**src/rtl/xcvr_cfg_pkg.sv**
```systemverilog
// Purpose: Shared types and constants for the transceiver mode and link select block.
// Assumes: One 40 MHz system clock; every strap and pin is already synchronous to it.
// Notes: The character widths and loopback codes are fixed by the device's pin behaviour.
package xcvr_cfg_pkg;

  // System clock period in picoseconds (40 MHz)
  localparam int CLK_PERIOD_PS = 25000;

  // Parallel character widths for each data format
  localparam logic [3:0] WIDTH_ENC8 = 4'h8;
  localparam logic [3:0] WIDTH_RAW10 = 4'ha;
  localparam logic [3:0] WIDTH_ENC10 = 4'ha;
  localparam logic [3:0] WIDTH_RAW12 = 4'hc;

  // Reference clock rising edges that must pass with reset held (one full period)
  localparam logic [1:0] REF_HOLD_EDGES = 2'h2;

  // Reset values of registered outputs
  localparam logic RST_LINK_FAULT_N = 1'h0;
  localparam logic RST_LOGIC_RESET = 1'h1;

  // Data formats decoded from the width and codec straps
  typedef enum logic [1:0] {
    FMT_ENC8 = 2'b00,
    FMT_RAW10 = 2'b01,
    FMT_ENC10 = 2'b10,
    FMT_RAW12 = 2'b11
  } data_fmt_t;

  // Loopback select codes
  typedef enum logic [1:0] {
    LOOP_NONE = 2'b00,
    LOOP_DIAG = 2'b01,
    LOOP_THRU_PRI = 2'b10,
    LOOP_THRU_SEC = 2'b11
  } loop_mode_t;

  // Decoded static configuration, carried as one word
  typedef struct packed {
    data_fmt_t fmt;
    logic [3:0] char_width;
    logic codec_en;
    logic buffers_en;
    logic stuffer_en;
    logic cfg_illegal;
  } xcvr_cfg_t;

  // Reset value of the decoded configuration (8-bit encoded, buffers on)
  localparam xcvr_cfg_t RST_CFG = '{fmt: FMT_ENC8, char_width: WIDTH_ENC8, codec_en: 1'h1,
                                    buffers_en: 1'h1, stuffer_en: 1'h0, cfg_illegal: 1'h0};

endpackage : xcvr_cfg_pkg

```
**src/rtl/xcvr_mode_link_sel.sv**
```systemverilog
// Purpose: Strap decode, global logic reset, receive input steering, loopback and link fault.
// Assumes: Straps are static; ref_clk_a and rx_clk_b arrive as sampled levels on clock_in.
// Notes: Serial data is handled here as sampled bits; the analog paths sit outside.
//
// Function
// - Width high, codec on: 8-bit encoded mode
// - Width high, codec bypassed: 10 raw bits
// - Width low, codec on: 10 bits via stuffer
// - Width low, codec bypassed: 12 raw bits
// - Reset held one reference period resets logic
// - Exactly one serial input feeds recovery
// - Loopback select routes inputs to secondary output
// - Loopback select covers diagnostic and loop-through
// - Carrier absent drives link fault low
// - Link fault steps with receive clock, tracks input
// - Codec bypass low skips encoder and decoder
// - Buffer bypass low skips both buffers
`timescale 1ns/1ps
module xcvr_mode_link_sel
  import xcvr_cfg_pkg::*;
(
  // Clock, reset and enable
  input wire logic clock_in,
  input wire logic sys_rst_in,
  input wire logic clk_en_in,
  // Static straps
  input wire logic char_width_sel_in,
  input wire logic codec_bypass_n_in,
  input wire logic buffer_bypass_n_in,
  input wire logic test_n_in,
  // Global reset pins and reference clock level
  input wire logic [1:0] reset_n_in,
  input wire logic ref_clk_a_in,
  // Receive selection and loopback control
  input wire logic rx_input_sel_in,
  input wire logic [1:0] loopback_sel_in,
  input wire logic rx_clk_b_in,
  // Serial data and link quality
  input wire logic serial_in_primary_in,
  input wire logic serial_in_secondary_in,
  input wire logic tx_serial_in,
  input wire logic primary_signal_ok_in,
  input wire logic secondary_signal_ok_in,
  input wire logic carrier_present_in,
  // Decoded configuration and reset
  output xcvr_cfg_t cfg_out,
  output logic logic_reset_out,
  output logic test_mode_out,
  // Serial routing
  output logic cdr_data_out,
  output logic serial_out_primary_out,
  output logic serial_out_secondary_out,
  // Link status
  output logic link_fault_n_out
);

  // Decode of the three straps into a configuration word
  function automatic xcvr_cfg_t decode_cfg(input logic width_hi, input logic codec_n,
                                           input logic buf_n);
    xcvr_cfg_t c;
    c = RST_CFG;
    c.codec_en = codec_n;
    c.buffers_en = buf_n;
    c.stuffer_en = 1'h0;
    if (width_hi && codec_n)
    begin
      c.fmt = FMT_ENC8;
      c.char_width = WIDTH_ENC8;
    end
    else if (width_hi)
    begin
      c.fmt = FMT_RAW10;
      c.char_width = WIDTH_RAW10;
    end
    else if (codec_n)
    begin
      c.fmt = FMT_ENC10;
      c.char_width = WIDTH_ENC10;
      c.stuffer_en = 1'h1;
    end
    else
    begin
      c.fmt = FMT_RAW12;
      c.char_width = WIDTH_RAW12;
    end
    // Buffers bypassed with codec on forbids the 10-bit width
    c.cfg_illegal = !buf_n && codec_n && !width_hi;
    return c;
  endfunction : decode_cfg

  // Internal state
  logic ref_prev_ff; // Last reference clock level, for edge detect
  logic rx_prev_ff; // Last receive clock level, for edge detect
  logic [1:0] hold_cnt_ff; // Reference edges seen with reset held
  logic cfg_loaded_ff; // Straps captured at least once since system reset
  logic logic_reset_ff;
  xcvr_cfg_t cfg_ff;
  logic test_mode_ff;
  logic cdr_data_ff;
  logic out_pri_ff;
  logic out_sec_ff;
  logic link_fault_n_ff;

  // Combinational helpers
  logic both_rst_low; // Both reset bits low in the same cycle
  logic ref_rise;
  logic rx_rise;
  logic sel_ok; // Selected input fit for recovery
  loop_mode_t loop_mode;
  logic nxt_cdr_data;
  logic nxt_out_sec;

  assign both_rst_low = (reset_n_in == 2'b00);
  assign ref_rise = ref_clk_a_in && !ref_prev_ff;
  assign rx_rise = rx_clk_b_in && !rx_prev_ff;
  assign loop_mode = loop_mode_t'(loopback_sel_in);
  assign sel_ok = rx_input_sel_in ? primary_signal_ok_in : secondary_signal_ok_in;

  // Edge detectors for the sampled clock levels
  always_ff @(posedge clock_in)
  begin
    if (sys_rst_in)
    begin
      ref_prev_ff <= 1'h0;
      rx_prev_ff <= 1'h0;
    end
    else if (clk_en_in)
    begin
      ref_prev_ff <= ref_clk_a_in;
      rx_prev_ff <= rx_clk_b_in;
    end
  end

  // Global reset qualifier: a glitch shorter than one reference period is ignored,
  // and a lone low bit never counts, so a half-driven pair cannot reset the core
  always_ff @(posedge clock_in)
  begin
    if (sys_rst_in)
    begin
      hold_cnt_ff <= 2'h0;
      logic_reset_ff <= RST_LOGIC_RESET;
    end
    else if (clk_en_in)
    begin
      if (!both_rst_low)
      begin
        // Release or single-bit low: restart the count
        hold_cnt_ff <= 2'h0;
        logic_reset_ff <= 1'h0;
      end
      else if (hold_cnt_ff == REF_HOLD_EDGES)
      begin
        logic_reset_ff <= 1'h1;
      end
      else if (ref_rise)
      begin
        hold_cnt_ff <= hold_cnt_ff + 2'h1;
      end
    end
  end

  // Strap capture: taken once after system reset and again on each global reset,
  // so a strap moved during operation has no effect until the next reset
  always_ff @(posedge clock_in)
  begin
    if (sys_rst_in)
    begin
      cfg_loaded_ff <= 1'h0;
      cfg_ff <= RST_CFG;
    end
    else if (clk_en_in)
    begin
      if (!cfg_loaded_ff || logic_reset_ff)
      begin
        cfg_loaded_ff <= 1'h1;
        cfg_ff <= decode_cfg(char_width_sel_in, codec_bypass_n_in, buffer_bypass_n_in);
      end
    end
  end

  // Factory test request flag; the core never acts on it beyond reporting it
  always_ff @(posedge clock_in)
  begin
    if (sys_rst_in)
      test_mode_ff <= 1'h0;
    else if (clk_en_in)
      test_mode_ff <= !test_n_in;
  end

  // Serial steering: one input to recovery, loopback choices to the secondary output
  always_comb
  begin
    nxt_cdr_data = rx_input_sel_in ? serial_in_primary_in : serial_in_secondary_in;
    nxt_out_sec = tx_serial_in;
    case (loop_mode)
      LOOP_NONE:
        nxt_out_sec = tx_serial_in;
      LOOP_DIAG:
        // Diagnostic loopback: transmit stream goes into recovery instead
        nxt_cdr_data = tx_serial_in;
      LOOP_THRU_PRI:
        nxt_out_sec = serial_in_primary_in;
      LOOP_THRU_SEC:
        nxt_out_sec = serial_in_secondary_in;
      default:
        nxt_out_sec = tx_serial_in;
    endcase
  end

  // Registered serial outputs; one cycle of latency keeps every output on a flop
  always_ff @(posedge clock_in)
  begin
    if (sys_rst_in)
    begin
      cdr_data_ff <= 1'h0;
      out_pri_ff <= 1'h0;
      out_sec_ff <= 1'h0;
    end
    else if (clk_en_in)
    begin
      cdr_data_ff <= nxt_cdr_data;
      out_pri_ff <= tx_serial_in;
      out_sec_ff <= nxt_out_sec;
    end
  end

  // Link fault: updated only on receive clock rising edges, so a carrier drop
  // shows at the next receive edge rather than at once
  always_ff @(posedge clock_in)
  begin
    if (sys_rst_in)
      link_fault_n_ff <= RST_LINK_FAULT_N;
    else if (clk_en_in && rx_rise)
      link_fault_n_ff <= carrier_present_in && sel_ok;
  end

  // Outputs straight from flops
  assign cfg_out = cfg_ff;
  assign logic_reset_out = logic_reset_ff;
  assign test_mode_out = test_mode_ff;
  assign cdr_data_out = cdr_data_ff;
  assign serial_out_primary_out = out_pri_ff;
  assign serial_out_secondary_out = out_sec_ff;
  assign link_fault_n_out = link_fault_n_ff;

  // Checks
  a_fault_on_carrier: assert property (@(posedge clock_in) disable iff (sys_rst_in)
    (clk_en_in && rx_rise && !carrier_present_in) |=> !link_fault_n_out)
    else $error("link fault not raised on carrier loss");

  a_fault_steps_rx: assert property (@(posedge clock_in) disable iff (sys_rst_in)
    !(clk_en_in && rx_rise) |=> $stable(link_fault_n_out))
    else $error("link fault moved without receive clock edge");

  a_fault_bad_input: assert property (@(posedge clock_in) disable iff (sys_rst_in)
    (clk_en_in && rx_rise && !sel_ok) |=> !link_fault_n_out)
    else $error("link fault missed on unusable input");

  a_cdr_one_input: assert property (@(posedge clock_in) disable iff (sys_rst_in)
    (clk_en_in && loop_mode != LOOP_DIAG) |=>
      cdr_data_out == ($past(rx_input_sel_in) ? $past(serial_in_primary_in) : $past(serial_in_secondary_in)))
    else $error("recovery path not fed by selected input");

  a_loop_thru_pri: assert property (@(posedge clock_in) disable iff (sys_rst_in)
    (clk_en_in && loop_mode == LOOP_THRU_PRI) |=> serial_out_secondary_out == $past(serial_in_primary_in))
    else $error("loop-through of primary input missing");

  a_loop_diag: assert property (@(posedge clock_in) disable iff (sys_rst_in)
    (clk_en_in && loop_mode == LOOP_DIAG) |=> cdr_data_out == $past(tx_serial_in))
    else $error("diagnostic loopback not routed");

  a_reset_both_bits: assert property (@(posedge clock_in) disable iff (sys_rst_in)
    (clk_en_in && !both_rst_low) |=> !logic_reset_out)
    else $error("logic reset with only one reset bit low");

  a_reset_needs_hold: assert property (@(posedge clock_in) disable iff (sys_rst_in)
    (clk_en_in && !logic_reset_out && hold_cnt_ff != REF_HOLD_EDGES) |=> !logic_reset_out)
    else $error("logic reset before one reference period");

  a_fmt_decode: assert property (@(posedge clock_in) disable iff (sys_rst_in)
    (cfg_loaded_ff && cfg_out.fmt == FMT_ENC8) |-> (cfg_out.char_width == WIDTH_ENC8 && cfg_out.codec_en))
    else $error("8-bit encoded format inconsistent");

  a_raw12_decode: assert property (@(posedge clock_in) disable iff (sys_rst_in)
    (clk_en_in && logic_reset_out && !char_width_sel_in && !codec_bypass_n_in) |=>
      (cfg_out.char_width == WIDTH_RAW12 && !cfg_out.codec_en))
    else $error("12-bit raw format not decoded");

  a_strap_frozen: assert property (@(posedge clock_in) disable iff (sys_rst_in)
    (cfg_loaded_ff && !logic_reset_out) |=> $stable(cfg_out))
    else $error("configuration changed outside global reset");

endmodule : xcvr_mode_link_sel

```
**config.mk**
```make
export PLATFORM = sky130hd
export DESIGN_NAME = xcvr_mode_link_sel
export DESIGN_NICKNAME = d
export VERILOG_FILES = /design/src/rtl/xcvr_cfg_pkg.sv /design/src/rtl/xcvr_mode_link_sel.sv
export SDC_FILE = /design/constraint.sdc
export NUM_CORES = 1
export LEC_CHECK = 0
export ABC_AREA = 1
export CAP_MARGIN = 20
export CORE_MARGIN = 5
export CORE_UTILIZATION = 53
export DETAILED_ROUTE_END_ITERATION = 8
export DONT_BUFFER_PORTS = 1
export PLACE_DENSITY = 0.76
export SYNTH_ARGS = -nofsm -noshare
export SYNTH_HDL_FRONTEND = slang
export SYNTH_SLANG_ARGS = --single-unit
```
**constraint.sdc**
```tcl
create_clock -name clock_in -period 1 [get_ports clock_in]
set_input_delay 0.1 -clock clock_in [delete_from_list [all_inputs] [get_ports clock_in]]
set_output_delay 0.1 -clock clock_in [all_outputs]
set_load 0.01 [all_outputs]
```
-- Word-level counts from Yosys, hierarchy flattened
Cells that the tools add are included.
- add/sub/neg operators: 1
- equality and inequality tests: 7
- muxes and demuxes: 15
- reduce and logical (&&, ||, !) cells: 18
- operators by type and width (operator ; number):
    6-bit 2-to-1 mux ; 2
    1-bit 2-to-1 mux ; 8
    1-bit logical AND ; 7
    2-bit == test (second input constant) ; 3
    1-bit logical NOT ; 6
    2-bit 2-to-1 mux ; 3
    5-bit 2-to-1 mux ; 1
    2-bit by 1-bit != test with 1-bit output (second input constant) ; 2
    2-bit AND reduction ; 2
    3-bit AND reduction ; 1
    2-bit by 1-bit adder with 2-bit output (second input constant) ; 1
    2-bit by 1-bit == test with 1-bit output (second input constant) ; 1
    2-bit logical NOT ; 1
    2-bit != test (second input constant) ; 1
    1-bit case mux with 2 select lines ; 1
    1-bit logical OR ; 1
- bits in registers: 21
- output and inout port bits: 16
- word-level logic and storage cells: 57

-- Logic depth before layout (Yosys ltp)
Gate-level depths: netlist of run 1.
- depth in word-level cells: 5
- mapped depth: 9
- depth with buffers taken out: 9

-- Worst setup path before layout of run 1
No wires, ideal clock.
- path type: reg2reg
- start point: reg hold_cnt_ff[0]
- end point: reg hold_cnt_ff[0]
- data arrival time: 0.938 ns
- slack: -0.002 ns
- stages on the path, launching flop included: 10
- buffers on the path: 0
- period minus slack after synthesis: 1.002 ns
- cell sequence: dfxtp_1 -> inv_1 -> ha_1 -> inv_1 -> nand2_1 -> nor2_1 -> nand2_1 -> nand2_1 -> nand2_1 -> nor2_1
- cells in the longest elaborated chain, start to end: 4
- RTL lines (what ; RTL line ; text):
    start, declared ; xcvr_mode_link_sel.sv:94 ; logic [1:0] hold_cnt_ff;
    start signal, assigned ; xcvr_mode_link_sel.sv:157 ; hold_cnt_ff <= hold_cnt_ff + 2'h1;
    2-bit by 1-bit adder with 2-bit output ; xcvr_mode_link_sel.sv:157 ;
    2-bit 2-to-1 mux ; xcvr_mode_link_sel.sv:155 ; else if (ref_rise)
    2-bit 2-to-1 mux ; xcvr_mode_link_sel.sv:151 ; else if (hold_cnt_ff == REF_HOLD_EDGES)
    2-bit 2-to-1 mux ; xcvr_mode_link_sel.sv:145 ; if (!both_rst_low)
Several ways; a longest one is shown, not always the timed one. The select of a mux whose other input is x is not followed.
A chain may end at the register's enable or synchronous reset.

-- Final worst setup path of run 1
Ends and elaborated chain as after synthesis.

==> results of run 1 <==
==> worst paths after layout <==
| check | startpoint | to | slack (ns) | cells after the start |
|---|---|---|---|---|
| max | hold_cnt_ff[0] | hold_cnt_ff[0] | -0.04 | 9 |
| min | clk_en_in | test_mode_out | 0.009 | 2 |
| max reg2reg | hold_cnt_ff[0] | hold_cnt_ff[0] | -0.04 | 9 |
| min reg2reg | cfg_loaded_ff | cfg_loaded_ff | 0.49 | 2 |
==> flip-flops by register name, indices dropped and copies added, names as in the netlist <==
register,count
cdr_data_out,1
cfg_loaded_ff,1
cfg_out,8
hold_cnt_ff,2
link_fault_n_out,1
logic_reset_out,1
ref_prev_ff,1
rx_prev_ff,1
serial_out_primary_out,1
serial_out_secondary_out,1
test_mode_out,1
==> routing by layer <==
metal / GRT usage / vias up / wire length, um
met2: 0.365 / 34 / 1270
li1: - / 414 / -
met5: 0 / - / 0
met4: 0.0538 / 0 / 0
met1: 0.210 / 395 / 856
met3: 0.0552 / 0 / 204
==> cells in the final DEF (no fill, tap or decap) <==
cell type,n
sky130_fd_sc_hd__nor2_2,2
sky130_fd_sc_hd__dfxtp_2,2
sky130_fd_sc_hd__conb_1,2
sky130_fd_sc_hd__inv_2,2
sky130_fd_sc_hd__dfxtp_1,17
sky130_fd_sc_hd__a21oi_1,14
sky130_fd_sc_hd__inv_4,1
sky130_fd_sc_hd__dlygate4sd3_1,9
sky130_fd_sc_hd__o21ai_0,10
sky130_fd_sc_hd__nand2_4,2
sky130_fd_sc_hd__nor2_1,20
sky130_fd_sc_hd__ha_1,4
sky130_fd_sc_hd__clkinv_2,1
sky130_fd_sc_hd__inv_1,12
sky130_fd_sc_hd__nor3_1,1
sky130_fd_sc_hd__clkbuf_4,3
sky130_fd_sc_hd__o211ai_1,1
sky130_fd_sc_hd__ha_4,1
sky130_fd_sc_hd__nand2_1,20
sky130_fd_sc_hd__buf_4,4
sky130_fd_sc_hd__nand3_1,5
sky130_fd_sc_hd__dlymetal6s4s_1,1
sky130_fd_sc_hd__o21ai_1,2
sky130_fd_sc_hd__nand2_2,2
==> logic make-up (layout without fill, tap and decap cells) <==
| family | after synthesis | after routing | share of synthesized area |
|---|---|---|---|
| adder cells (fa/ha/maj) | 5 | 5 | 0.0700 |
| AND/OR/NAND/NOR | 52 | 52 | 0.244 |
| AO/OA/AOI/OAI | 27 | 27 | 0.154 |
| other | 2 | 2 | 0.00841 |
| flip-flops | 19 | 19 | 0.426 |
| buffers and inverters | 19 | 33 | 0.0980 |
==> stage by stage <==
stage / utilization / hold slack (ns) / setup TNS (ns)
2_1_floorplan: - / 0.194 / 0
3_3_place_gp: 0.577 / 0.171 / -0.000195
3_5_place_dp: 0.577 / 0.173 / -0.182
4_1_cts: 0.668 / 0.00266 / -0.0654
5_1_grt: 0.686 / 0.0115 / -0.258
6_report: 0.686 / 0.00866 / -0.0610
==> layout make-up <==
type / count / area [sq um]
flip-flops and latches: 19 / 383
clock inverters: 1 / 5.00
multi-input cells: 86 / 448
repair buffers: 14 / 133
fillers: 132 / 489
inverters: 15 / 58.8
clock buffers: 3 / 22.5
well taps: 16 / 20.0
==> critical path: stages (launching register included) <==
cell	delay, ns
sky130_fd_sc_hd__dfxtp_2	0.34
sky130_fd_sc_hd__inv_2	0.04
sky130_fd_sc_hd__ha_4	0.16
sky130_fd_sc_hd__inv_2	0.05
sky130_fd_sc_hd__nand2_2	0.04
sky130_fd_sc_hd__nor2_2	0.09
sky130_fd_sc_hd__nand2_1	0.06
sky130_fd_sc_hd__nand2_1	0.07
sky130_fd_sc_hd__nand2_1	0.04
sky130_fd_sc_hd__nor2_1	0.08
==> power by group <==
group | leakage, nW | switching (W) | total (W) | internal, W
registers | 0.157 | 0.0000466 | 0.000851 | 0.000804
clock network | 0.0177 | 0.000248 | 0.000397 | 0.000149
logic | 0.332 | 0.000119 | 0.000210 | 0.0000903
total | 0.507 | 0.000414 | 0.00146 | 0.00104
==> what timing repair did <==
item,4_1_cts,5_1_grt
setup buffers,1,1
setup endpoints to repair,2,11
hold buffers,9,1
resized for setup,6,4
pin swaps,4,4
endpoints found under the hold margin,12,1
cloned,0,0
==> results.md, run 1 <==
* Clock Latency Late Sink at 0.29 ns
* Maximum net fanout on the critical path at 3
* Initial cell density of the core at 0.573
* Row cnt at 14
* Top-Level Pins at 36
* Die span in y at 51.1 um
* Data required time at the worst endpoint at 1.24 ns
* PnR worst setup slack at -0.0375 ns
* Maximum vdd drop at 1120 uV
* Max Clock Freq at 964 MHz
* Instance area after placement at 900 sq um
* Routed via count at 843
* Number of antenna violations at the first check in global routing at 0
* Combined global-route utilization of all metal layers at 0.194
* Number of flops mapped to enable cells by yosys at 0
* Die outline area at 2610 sq um
* Final total power at 0.00146 W
* Fin Clk Skew at 0.00232 ns
* Maximum buffer depth of the clock tree at 2
* Count of antenna-violating nets left after detailed routing at 0
* Total clock buffers created by CTS at 3
* Largest net degree at the start of global routing at 12
* Pwr/cell area at 1360 nW/um^2
* Sort of element at the end of the critical path: flip-flop
* Largest area contributor in the netlist: sky130_fd_sc_hd__dfxtp_1
* Fin nets at 164
* Gate count after technology mapping at 124
* Global-route wire length before repair at 3.82 mm
* DP Cell Count at 138
* Post-route insts no fill at 154
* Number of buffers added on ports at 0
* Most instantiated flip-flop cell in the synthesis netlist: sky130_fd_sc_hd__dfxtp_1
* Most common library cells after synthesis: sky130_fd_sc_hd__nand2_1, sky130_fd_sc_hd__nor2_1, sky130_fd_sc_hd__dfxtp_1
* Number of failing hold endpoints at the final stage at 0
* Yosys warnings at 0
* Via count of the first global-routing pass at 827
* Reg clk slew, reported paths at 0.11 ns
* Post-detailed-placement half-perimeter wirelength at 1.45 mm
* Violations in the final reports: setup timing
* Syn_area_per_cell at 7.20 sq um
* Class of the most critical hold timing path: primary input to flip-flop
* Post-Syn Nets at 149
* Number of distinct library cells after synthesis at 19
* TritonCTS clock tree: yes
* Die W at 51.1 um
* Critical path startpoint category: flip-flop
* Startpoint-to-endpoint class of the critical path: flip-flop to flip-flop
* Detailed-routing iteration count for the pre-antenna-repair pass at 4
* Final design area excluding fillers at 1070 sq um
* Total wirelength of the detailed-routed design at 2.33 mm
* Post-synthesis to final-layout area growth at 19.7%
* Async SR Flop Fraction at 0
* Leakage power summed over all cells at 0.507 nW
* Register bit count reported by yosys at 19
* Dominant cells by area after synthesis: sky130_fd_sc_hd__dfxtp_1, sky130_fd_sc_hd__nand2_1, sky130_fd_sc_hd__nor2_1
* Level count of the clock H-tree at 1
* Overflow after GRT at 0
* Fraction of the yosys area taken by sequential cells at 0.426
* Total standard cell area after synthesis at 893 sq um
* Portion of synthesized cell area occupied by the leading cell type at 0.426
* Layout cells sized above 1 at 0.145
* Run status: finished, violations left
* Diodes inserted at 0
* Vias/cell at 5.47
* Final setup viols at 3
* First DRT Iteration DRCs at 28
* Final weighted congestion in routability-driven placement at 0.768
* DRC at 0
* Routed wire per std cell at 15.2 um
* Root Buffer: sky130_fd_sc_hd__clkbuf_4
* Share of the cycle needed by the critical path after routing at 1.04
* Max-slew violation count at 0
* CORE AREA at 1560 sq um
* Worst-case setup slack after placement at -0.108 ns
* Clk sinks at 19
* Max cap viols at 0
* Data arrival, critical path at 1.28 ns
* Shortest period the worst path allows at 1.04 ns
* Unrepaired setup endpoints after global routing: true
(Power assumes the default switching activity.)
==> inputs of run 2 (changes only) <==
==> constraint.sdc (replaced) <==
create_clock -name clock_in -period 1 [get_ports clock_in]
set_input_delay 0.2 -clock clock_in [delete_from_list [all_inputs] [get_ports clock_in]]
set_output_delay 0.2 -clock clock_in [all_outputs]
set_load 0.01 [all_outputs]
==> run 2 against run 1 <==
Against the previous run:
- the flow still finishes with violations (setup timing)
- routed wire length fell by 12%
- highest routed layer is now met4
- clock power grew 2%
- critical endpoint unchanged
- global-route usage down 2.3 points
- via count is 7.1% lower
- worst hold slack worse by 0.00085 ns
- largest power group unchanged
- sequential power is essentially flat
==> results.md, run 2 (synthesis gave the netlist of run 1 again) <==
* Overflow after GRT at 0 (unchanged)
* Run status: finished, violations left
* Via count of the first global-routing pass at 789 (-4.6%)
* Detailed-routing iteration count for the pre-antenna-repair pass at 4 (unchanged)
* Shortest period the worst path allows at 1.04 ns (-0.000614 ns)
* Maximum vdd drop at 1040 uV (-7.7%)
* Hold_sp: buffer_bypass_n_in
* Slack of the worst reg-to-reg path at -0.04 ns (about the same)
* Critical path's largest stage delay at 0.35 ns (about the same)
* Level count of the clock H-tree at 1 (unchanged)
* Beginning of the critical path: hold_cnt_ff[0]
* Post-synthesis to final-layout area growth at 12.0%
* Root Buffer: sky130_fd_sc_hd__clkbuf_4
* Class of the most critical hold timing path: primary input to flip-flop
* Worst path buffer plus inverter count at 2 (unchanged)
* Startpoint-to-endpoint class of the critical path: flip-flop to flip-flop
* Max-slew violation count at 0 (unchanged)
* Die outline area at 2610 sq um (unchanged)
* Pwr/cell area at 1430 nW/um^2 (+5.2%)
* Critical path startpoint category: flip-flop
* TritonCTS clock tree: yes
* Combined global-route utilization of all metal layers at 0.171 (-0.0232)
* Top-Level Pins at 36 (unchanged)
* Reg clk slew, reported paths at 0.12 ns (about the same)
* Highest metal layer with signal wires: met4
* Final total power at 0.00143 W (-1.6%)
* Routed wire per std cell at 14.0 um (-7.9%)
* Beginning of the worst register-to-register path: hold_cnt_ff[0]
* Die W at 51.1 um (unchanged)
* Leakage power summed over all cells at 0.470 nW (-7.2%)
* Post-Route Hold Slack at 0.00781 ns (-0.000852 ns)
* Data arrival, critical path at 1.29 ns (about the same)
* Fin Clk Skew at 0.00844 ns (+0.00612 ns)
* Top library cells by usage in the layout, fill and taps aside: sky130_fd_sc_hd__nand2_1, sky130_fd_sc_hd__nor2_1, sky130_fd_sc_hd__dfxtp_1, sky130_fd_sc_hd__a21oi_1, sky130_fd_sc_hd__inv_1
* PnR worst setup slack at -0.0369 ns (+0.000614 ns)
* Maximum net fanout on the critical path at 3 (unchanged)
* Maximum buffer depth of the clock tree at 2 (unchanged)
* Row cnt at 14 (unchanged)
* Clock Latency Late Sink at 0.31 ns (+0.02 ns)
* Number of buffers added on ports at 0 (unchanged)
* Vias/cell at 5.33 (-2.7%)
* Initial cell density of the core at 0.573 (unchanged)
* DR WL met2 at 1.02 mm (-20%)
* Crit-path most repeated cell: sky130_fd_sc_hd__nand2_1
* Die span in y at 51.1 um (unchanged)
* Layout cells sized above 1 at 0.153 (+0.00774)
* Unrepaired setup endpoints after global routing: true
* First DRT Iteration DRCs at 17 (-39%)
* Post-detailed-placement half-perimeter wirelength at 1.45 mm (unchanged)
* Final weighted congestion in routability-driven placement at 0.768 (unchanged)
* Total clock buffers created by CTS at 3 (unchanged)
* CP delay by family, top: simple AND/OR/NAND/NOR gates
* Final setup viols at 3 (unchanged)
* Routed via count at 783 (-7.1%)
* Setup_tns at -0.0661 ns (-0.00503 ns)
* Diodes inserted at 0 (unchanged)
* Slowest library cell on the worst path: sky130_fd_sc_hd__dfxtp_2
* Share of the cycle needed by the critical path after routing at 1.04 (about the same)
* Max cap viols at 0 (unchanged)
* DRC at 0 (unchanged)
* Data required time at the worst endpoint at 1.25 ns (about the same)
* Number of antenna violations at the first check in global routing at 0 (unchanged)
* Number of failing hold endpoints at the final stage at 0 (unchanged)
* Largest register FFs at 8 (unchanged)
* Sort of element at the end of the critical path: flip-flop
* Total wirelength of the detailed-routed design at 2.05 mm (-12%)
* Violations in the final reports: setup timing
* Routed met1 length at 860 um (+0.47%)
* Largest net degree at the start of global routing at 13 (+1)
* Fin nets at 157 (-4.3%)
* CORE AREA at 1560 sq um (unchanged)
* Max Clock Freq at 964 MHz (about the same)
* Sequence of cells on the critical path: inv_2, ha_4, inv_2, nand2_2, nor2_2, nand2_1, nand2_1, nand2_1, nor2_1
* Wire length on met3 at 163 um (-20%)
* Clk sinks at 19 (unchanged)
* Global-route wire length before repair at 3.42 mm (-10%)
* Count of antenna-violating nets left after detailed routing at 0 (unchanged)
-- run 2: what timing repair did --
| action | CTS | global route |
|---|---|---|
| hold buffers | 3 | 0 |
| buffers inserted | 1 | 1 |
| endpoints found under the setup margin | 2 | 9 |
| hold endpoints to repair | 11 | 0 |
| pin swaps | 4 | 4 |
| resized for setup | 6 | 4 |
| cloned | 0 | 0 |
-- run 2: metal layers --
metal / track usage / up-vias
met5: 0 / -
met2: 0.292 / 25
met3: 0.0436 / 2
met1: 0.206 / 354
li1: - / 402
met4: 0.0628 / 0
-- run 2: final timing paths --
path,end,cells past startpoint
setup / recovery,hold_cnt_ff[0],9
hold reg to reg,cfg_loaded_ff,2
hold / removal,cfg_out[2],2
setup reg to reg,hold_cnt_ff[0],9
-- run 2: final cells by class --
class                   count  area [sq um]
fillers                   143           558
multi-input cells          86           448
flip-flops and latches     19           383
repair buffers              7          63.8
inverters                  15          58.8
clock buffers               3          22.5
well taps                  16          20.0
clock inverters             1          5.00
-- run 2: per-stage QoR --
step | utilization | cells | setup WS (ns) | cell area, sq um
6_report | 0.642 | 147 | -0.0369 | 1000
5_1_grt | 0.642 | 147 | -0.116 | 1000
2_1_floorplan | - | 124 | 0.0151 | 896
3_3_place_gp | 0.577 | 138 | -0.000195 | 900
4_1_cts | 0.629 | 146 | -0.0614 | 981
3_5_place_dp | 0.577 | 138 | -0.108 | 900
-- run 2: power breakdown --
group / total [W] / switching [W] / internal (W) / leakage [nW]
clock network: 0.000405 / 0.000256 / 0.000149 / 0.0177
registers: 0.000851 / 0.0000466 / 0.000804 / 0.157
logic: 0.000179 / 0.000105 / 0.0000738 / 0.296
total: 0.00143 / 0.000407 / 0.00103 / 0.470
==> inputs of run 3 (changes only) <==
--- a/config.mk
+++ b/config.mk
@@ -5,7 +5,6 @@
 export SDC_FILE = /design/constraint.sdc
 export NUM_CORES = 1
 export LEC_CHECK = 0
-export ABC_AREA = 1
 export CAP_MARGIN = 20
 export CORE_MARGIN = 5
 export CORE_UTILIZATION = 53
==> run 3 against run 2 <==
Against the previous run:
- the run ends with hold timing, setup timing left
- routed wire length is 9.2% lower
- combinational power is 8% higher
- clock power is 7.2% lower
- setup slack worse by 0.30 ns
- first-iteration DRC count is 71% lower
- worst hold slack worse by 0.058 ns
- final cell count is 16% lower
- register-to-register slack worse by 0.30 ns
- largest cell class unchanged
==> results.md, run 3 <==
* Instance area after placement at 938 sq um (+4.3%)
* Total clock buffers created by CTS at 3 (unchanged)
* Clk sinks at 19 (unchanged)
* Maximum vdd drop at 928 uV (-11%)
* Count of antenna-violating nets left after detailed routing at 0 (unchanged)
* Pwr/cell area at 1300 nW/um^2 (-9.6%)
* Area used by multi-input combinational logic at 538 sq um (+20%)
* Number of inserted filler cells in the final layout at 128 (-10%)
* Post-detailed-placement half-perimeter wirelength at 1.30 mm (-11%)
* Violations in the final reports: hold timing, setup timing
* Die outline area at 2620 sq um (+0.57%)
* Slowest library cell on the worst path: sky130_fd_sc_hd__or4_4
* Maximum buffer depth of the clock tree at 2 (unchanged)
* Startpoint-to-endpoint class of the critical path: flip-flop to flip-flop
* Final weighted congestion in routability-driven placement at 0.698 (-9.1%)
* Yosys warnings at 0 (unchanged)
* Portion of synthesized cell area occupied by the leading cell type at 0.423 (-0.00296)
* Slack of the worst reg-to-reg path at -0.34 ns (-0.30 ns)
* Max-slew violation count at 0 (unchanged)
* DRC at 0 (unchanged)
* PnR worst setup slack at -0.337 ns (-0.300 ns)
* Top-Level Pins at 36 (unchanged)
* Top library cells by usage in the layout, fill and taps aside: sky130_fd_sc_hd__dfxtp_1, sky130_fd_sc_hd__nor2_1, sky130_fd_sc_hd__a21oi_2, sky130_fd_sc_hd__buf_4
* Critical path's largest stage delay at 0.43 ns (+0.08 ns)
* Via count of the first global-routing pass at 669 (-15%)
* Share of total power in combinational logic at 0.137 (+0.012)
* Number of flops mapped to enable cells by yosys at 0 (unchanged)
* Total wirelength of the detailed-routed design at 1.87 mm (-9.2%)
* Syn_area_per_cell at 8.91 sq um (+24%)
* First DRT Iteration DRCs at 5 (-12)
* Post-route insts no fill at 124 (-16%)
* Maximum net fanout on the critical path at 4 (+1)
* Max cap viols at 0 (unchanged)
* Dominant cells by area after synthesis: sky130_fd_sc_hd__dfxtp_1, sky130_fd_sc_hd__ha_1, sky130_fd_sc_hd__a21oi_1
* Fraction of the yosys area taken by sequential cells at 0.423 (-0.00296)
* Number of buffers added on ports at 0 (unchanged)
* Setup_tns at -2.28 ns (-2.21 ns)
* Die W at 51.2 um (+0.28%)
* Final setup viols at 13 (+10)
* Leakage power summed over all cells at 0.426 nW (-9.4%)
* Switching share of total power at 0.244 (-0.0401)
* Final design area excluding fillers at 1090 sq um (+8.6%)
* Shortest period the worst path allows at 1.34 ns (+0.300 ns)
* Data arrival, critical path at 1.58 ns (+0.29 ns)
* Class of the most critical hold timing path: primary input to flip-flop
* Net Sw Power at 0.000344 W (-16%)
* Largest area contributor in the netlist: sky130_fd_sc_hd__dfxtp_1
* Post-Syn Nets at 126 (-15%)
* Largest register FFs at 8 (unchanged)
* Diodes inserted at 0 (unchanged)
* Most common library cells after synthesis: sky130_fd_sc_hd__dfxtp_1, sky130_fd_sc_hd__a21oi_1, sky130_fd_sc_hd__o21ai_0
* Async SR Flop Fraction at 0 (unchanged)
* Die span in y at 51.2 um (+0.28%)
* Register bit count reported by yosys at 19 (unchanged)
* Fin nets at 134 (-15%)
* Max Clock Freq at 748 MHz (-22%)
* Global-route wire length before repair at 2.89 mm (-16%)
* Critical path startpoint category: flip-flop
* Routed via count at 735 (-6.1%)
* Data required time at the worst endpoint at 1.24 ns (about the same)
* Overflow after GRT at 0 (unchanged)
* Number of distinct library cells after synthesis at 26 (+7)
* Sequential share of power at 0.596 (+0.003)
* Sort of element at the end of the critical path: flip-flop
* Initial cell density of the core at 0.577 (+0.00401)
* Row cnt at 14 (unchanged)
* Internal power of the cells at 0.00107 W (+3.7%)
* Clock group share of total power at 0.267 (-0.015)
* Share of the cycle needed by the critical path after routing at 1.34 (+0.300)
* Post-Route Hold Slack at -0.0502 ns (-0.0580 ns)
* Fin Clk Skew at 0.000885 ns (-0.00755 ns)
* Layout cells sized above 1 at 0.324 (+0.171)
* Routed wire per std cell at 15.0 um (+7.7%)
* Largest net degree at the start of global routing at 19 (+6)
* Root Buffer: sky130_fd_sc_hd__clkbuf_4
* Most common library cell in the layout ignoring fill and taps: sky130_fd_sc_hd__dfxtp_1
* Reg clk slew, reported paths at 0.10 ns (-0.02 ns)
* Clock Latency Late Sink at 0.29 ns (-0.02 ns)
* Detailed-routing iteration count for the pre-antenna-repair pass at 4 (unchanged)
* Gate count after technology mapping at 101 (-19%)
* Number of antenna violations at the first check in global routing at 0 (unchanged)
* Vias/cell at 5.93 (+11%)
* Cell with the most instances after synthesis: sky130_fd_sc_hd__dfxtp_1
* Post-synthesis to final-layout area growth at 20.9%
* TritonCTS clock tree: yes
* Run status: finished, violations left
* Combined global-route utilization of all metal layers at 0.151 (-0.0196)
* Most instantiated flip-flop cell in the synthesis netlist: sky130_fd_sc_hd__dfxtp_1
* Sequence of cells on the critical path: inv_2, ha_4, nand4bb_4, or4_4, a21oi_2
* Sequential cell area at 383 sq um (unchanged)
* DP Cell Count at 115 (-17%)
* CORE AREA at 1560 sq um (unchanged)
* Level count of the clock H-tree at 1 (unchanged)
* Number of failing hold endpoints at the final stage at 16 (+16)
* Unrepaired setup endpoints after global routing: true
* Total standard cell area after synthesis at 900 sq um (+0.70%)
-- run 3: cell types whose count changed in the layout (fill, tap and decap cells not counted), moves of 4 or more --
| cell | previous run | this run |
|---|---|---|
| sky130_fd_sc_hd__nor2_1 | 20 | 6 |
| sky130_fd_sc_hd__nand3b_1 | 0 | 5 |
| sky130_fd_sc_hd__mux2i_1 | 0 | 5 |
| sky130_fd_sc_hd__inv_1 | 12 | 3 |
| sky130_fd_sc_hd__a21oi_1 | 14 | 4 |
| sky130_fd_sc_hd__o21ai_0 | 10 | 3 |
| sky130_fd_sc_hd__buf_6 | 1 | 5 |
| sky130_fd_sc_hd__o21ai_2 | 0 | 4 |
| sky130_fd_sc_hd__a21oi_2 | 0 | 6 |
| sky130_fd_sc_hd__nand2_1 | 20 | 5 |
-- run 3: worst max-delay path, delay by kind of cell, from the launching register on --
family                   cells  cell delay (ns)
AO/OA/AOI/OAI                1             0.12
AND/OR/NAND/NOR              2             0.63
flip-flops                   1             0.34
adder cells (fa/ha/maj)      1             0.15
buffers and inverters        1             0.04
-- run 3: power groups by stage --
| stage | Clock [W] | Sequential (W) | Combinational [W] |
|---|---|---|---|
| finish | 0.000376 | 0.000841 | 0.000193 |
| global route | 0.000420 | 0.000847 | 0.000217 |
| CTS | 0.000392 | 0.000840 | 0.000161 |
| detailed placement | 0 | 0.000857 | 0.000143 |
| global placement | 0 | 0.000855 | 0.000139 |
| floorplan | 0 | 0.000852 | 0.000140 |
-- run 3: kinds of logic (layout without fill, tap and decap cells) --
group / Yosys count / in the layout / share of synthesized area
muxes: 5 / 5 / 0.0556
other: 2 / 2 / 0.00835
buffers and inverters: 13 / 20 / 0.0681
adders and majority gates: 5 / 5 / 0.0695
DFF: 19 / 19 / 0.423
AOI/OAI and AO/OA: 26 / 26 / 0.163
and+or+nand+nor: 31 / 31 / 0.213
-- run 3: through the flow --
stage	power (W)	hold slack (ns)	worst slack (ns)	util
final	0.00141	-0.0502	-0.337	0.697
after global routing	0.00148	-0.0707	-0.393	0.697
after CTS	0.00139	-0.0607	-0.348	0.649
after detailed placement	0.000999	0.274	-0.405	0.602
after global placement	0.000994	0.271	-0.369	0.602
after floorplan	0.000991	0.299	-0.346	-
-- run 3: area by class of cell --
type	count	share of cell area
clock buffers	4	0.0242
inverters	5	0.0173
multi-input cells	69	0.495
flip-flops and latches	19	0.352
well taps	16	0.0184
repair buffers	11	0.0932
-- run 3: final timing paths --
kind                                      from             end  cells past startpoint
worst max register to register  hold_cnt_ff[0]  hold_cnt_ff[1]                      5
worst min register to register   cfg_loaded_ff   cfg_loaded_ff                      2
worst min-delay path                sys_rst_in  hold_cnt_ff[0]                      1
worst max-delay path            hold_cnt_ff[0]  hold_cnt_ff[1]                      5
-- run 3: layer usage --
layer  up-vias  share of wire  track usage
met3         5           0.13       0.0988
met2        26           0.45        0.236
li1        367              -            -
met1       337           0.40        0.159
met4         0          0.017       0.0673
met5         -              0            0
-- run 3: timing repair --
action / in CTS / in global routing
gates cloned: 1 / 0
endpoints found under the hold margin: 16 / 16
resized for setup: 9 / 16
endpoints found under the setup margin: 11 / 12
pin swaps: 3 / 6
buffers inserted: 1 / 3
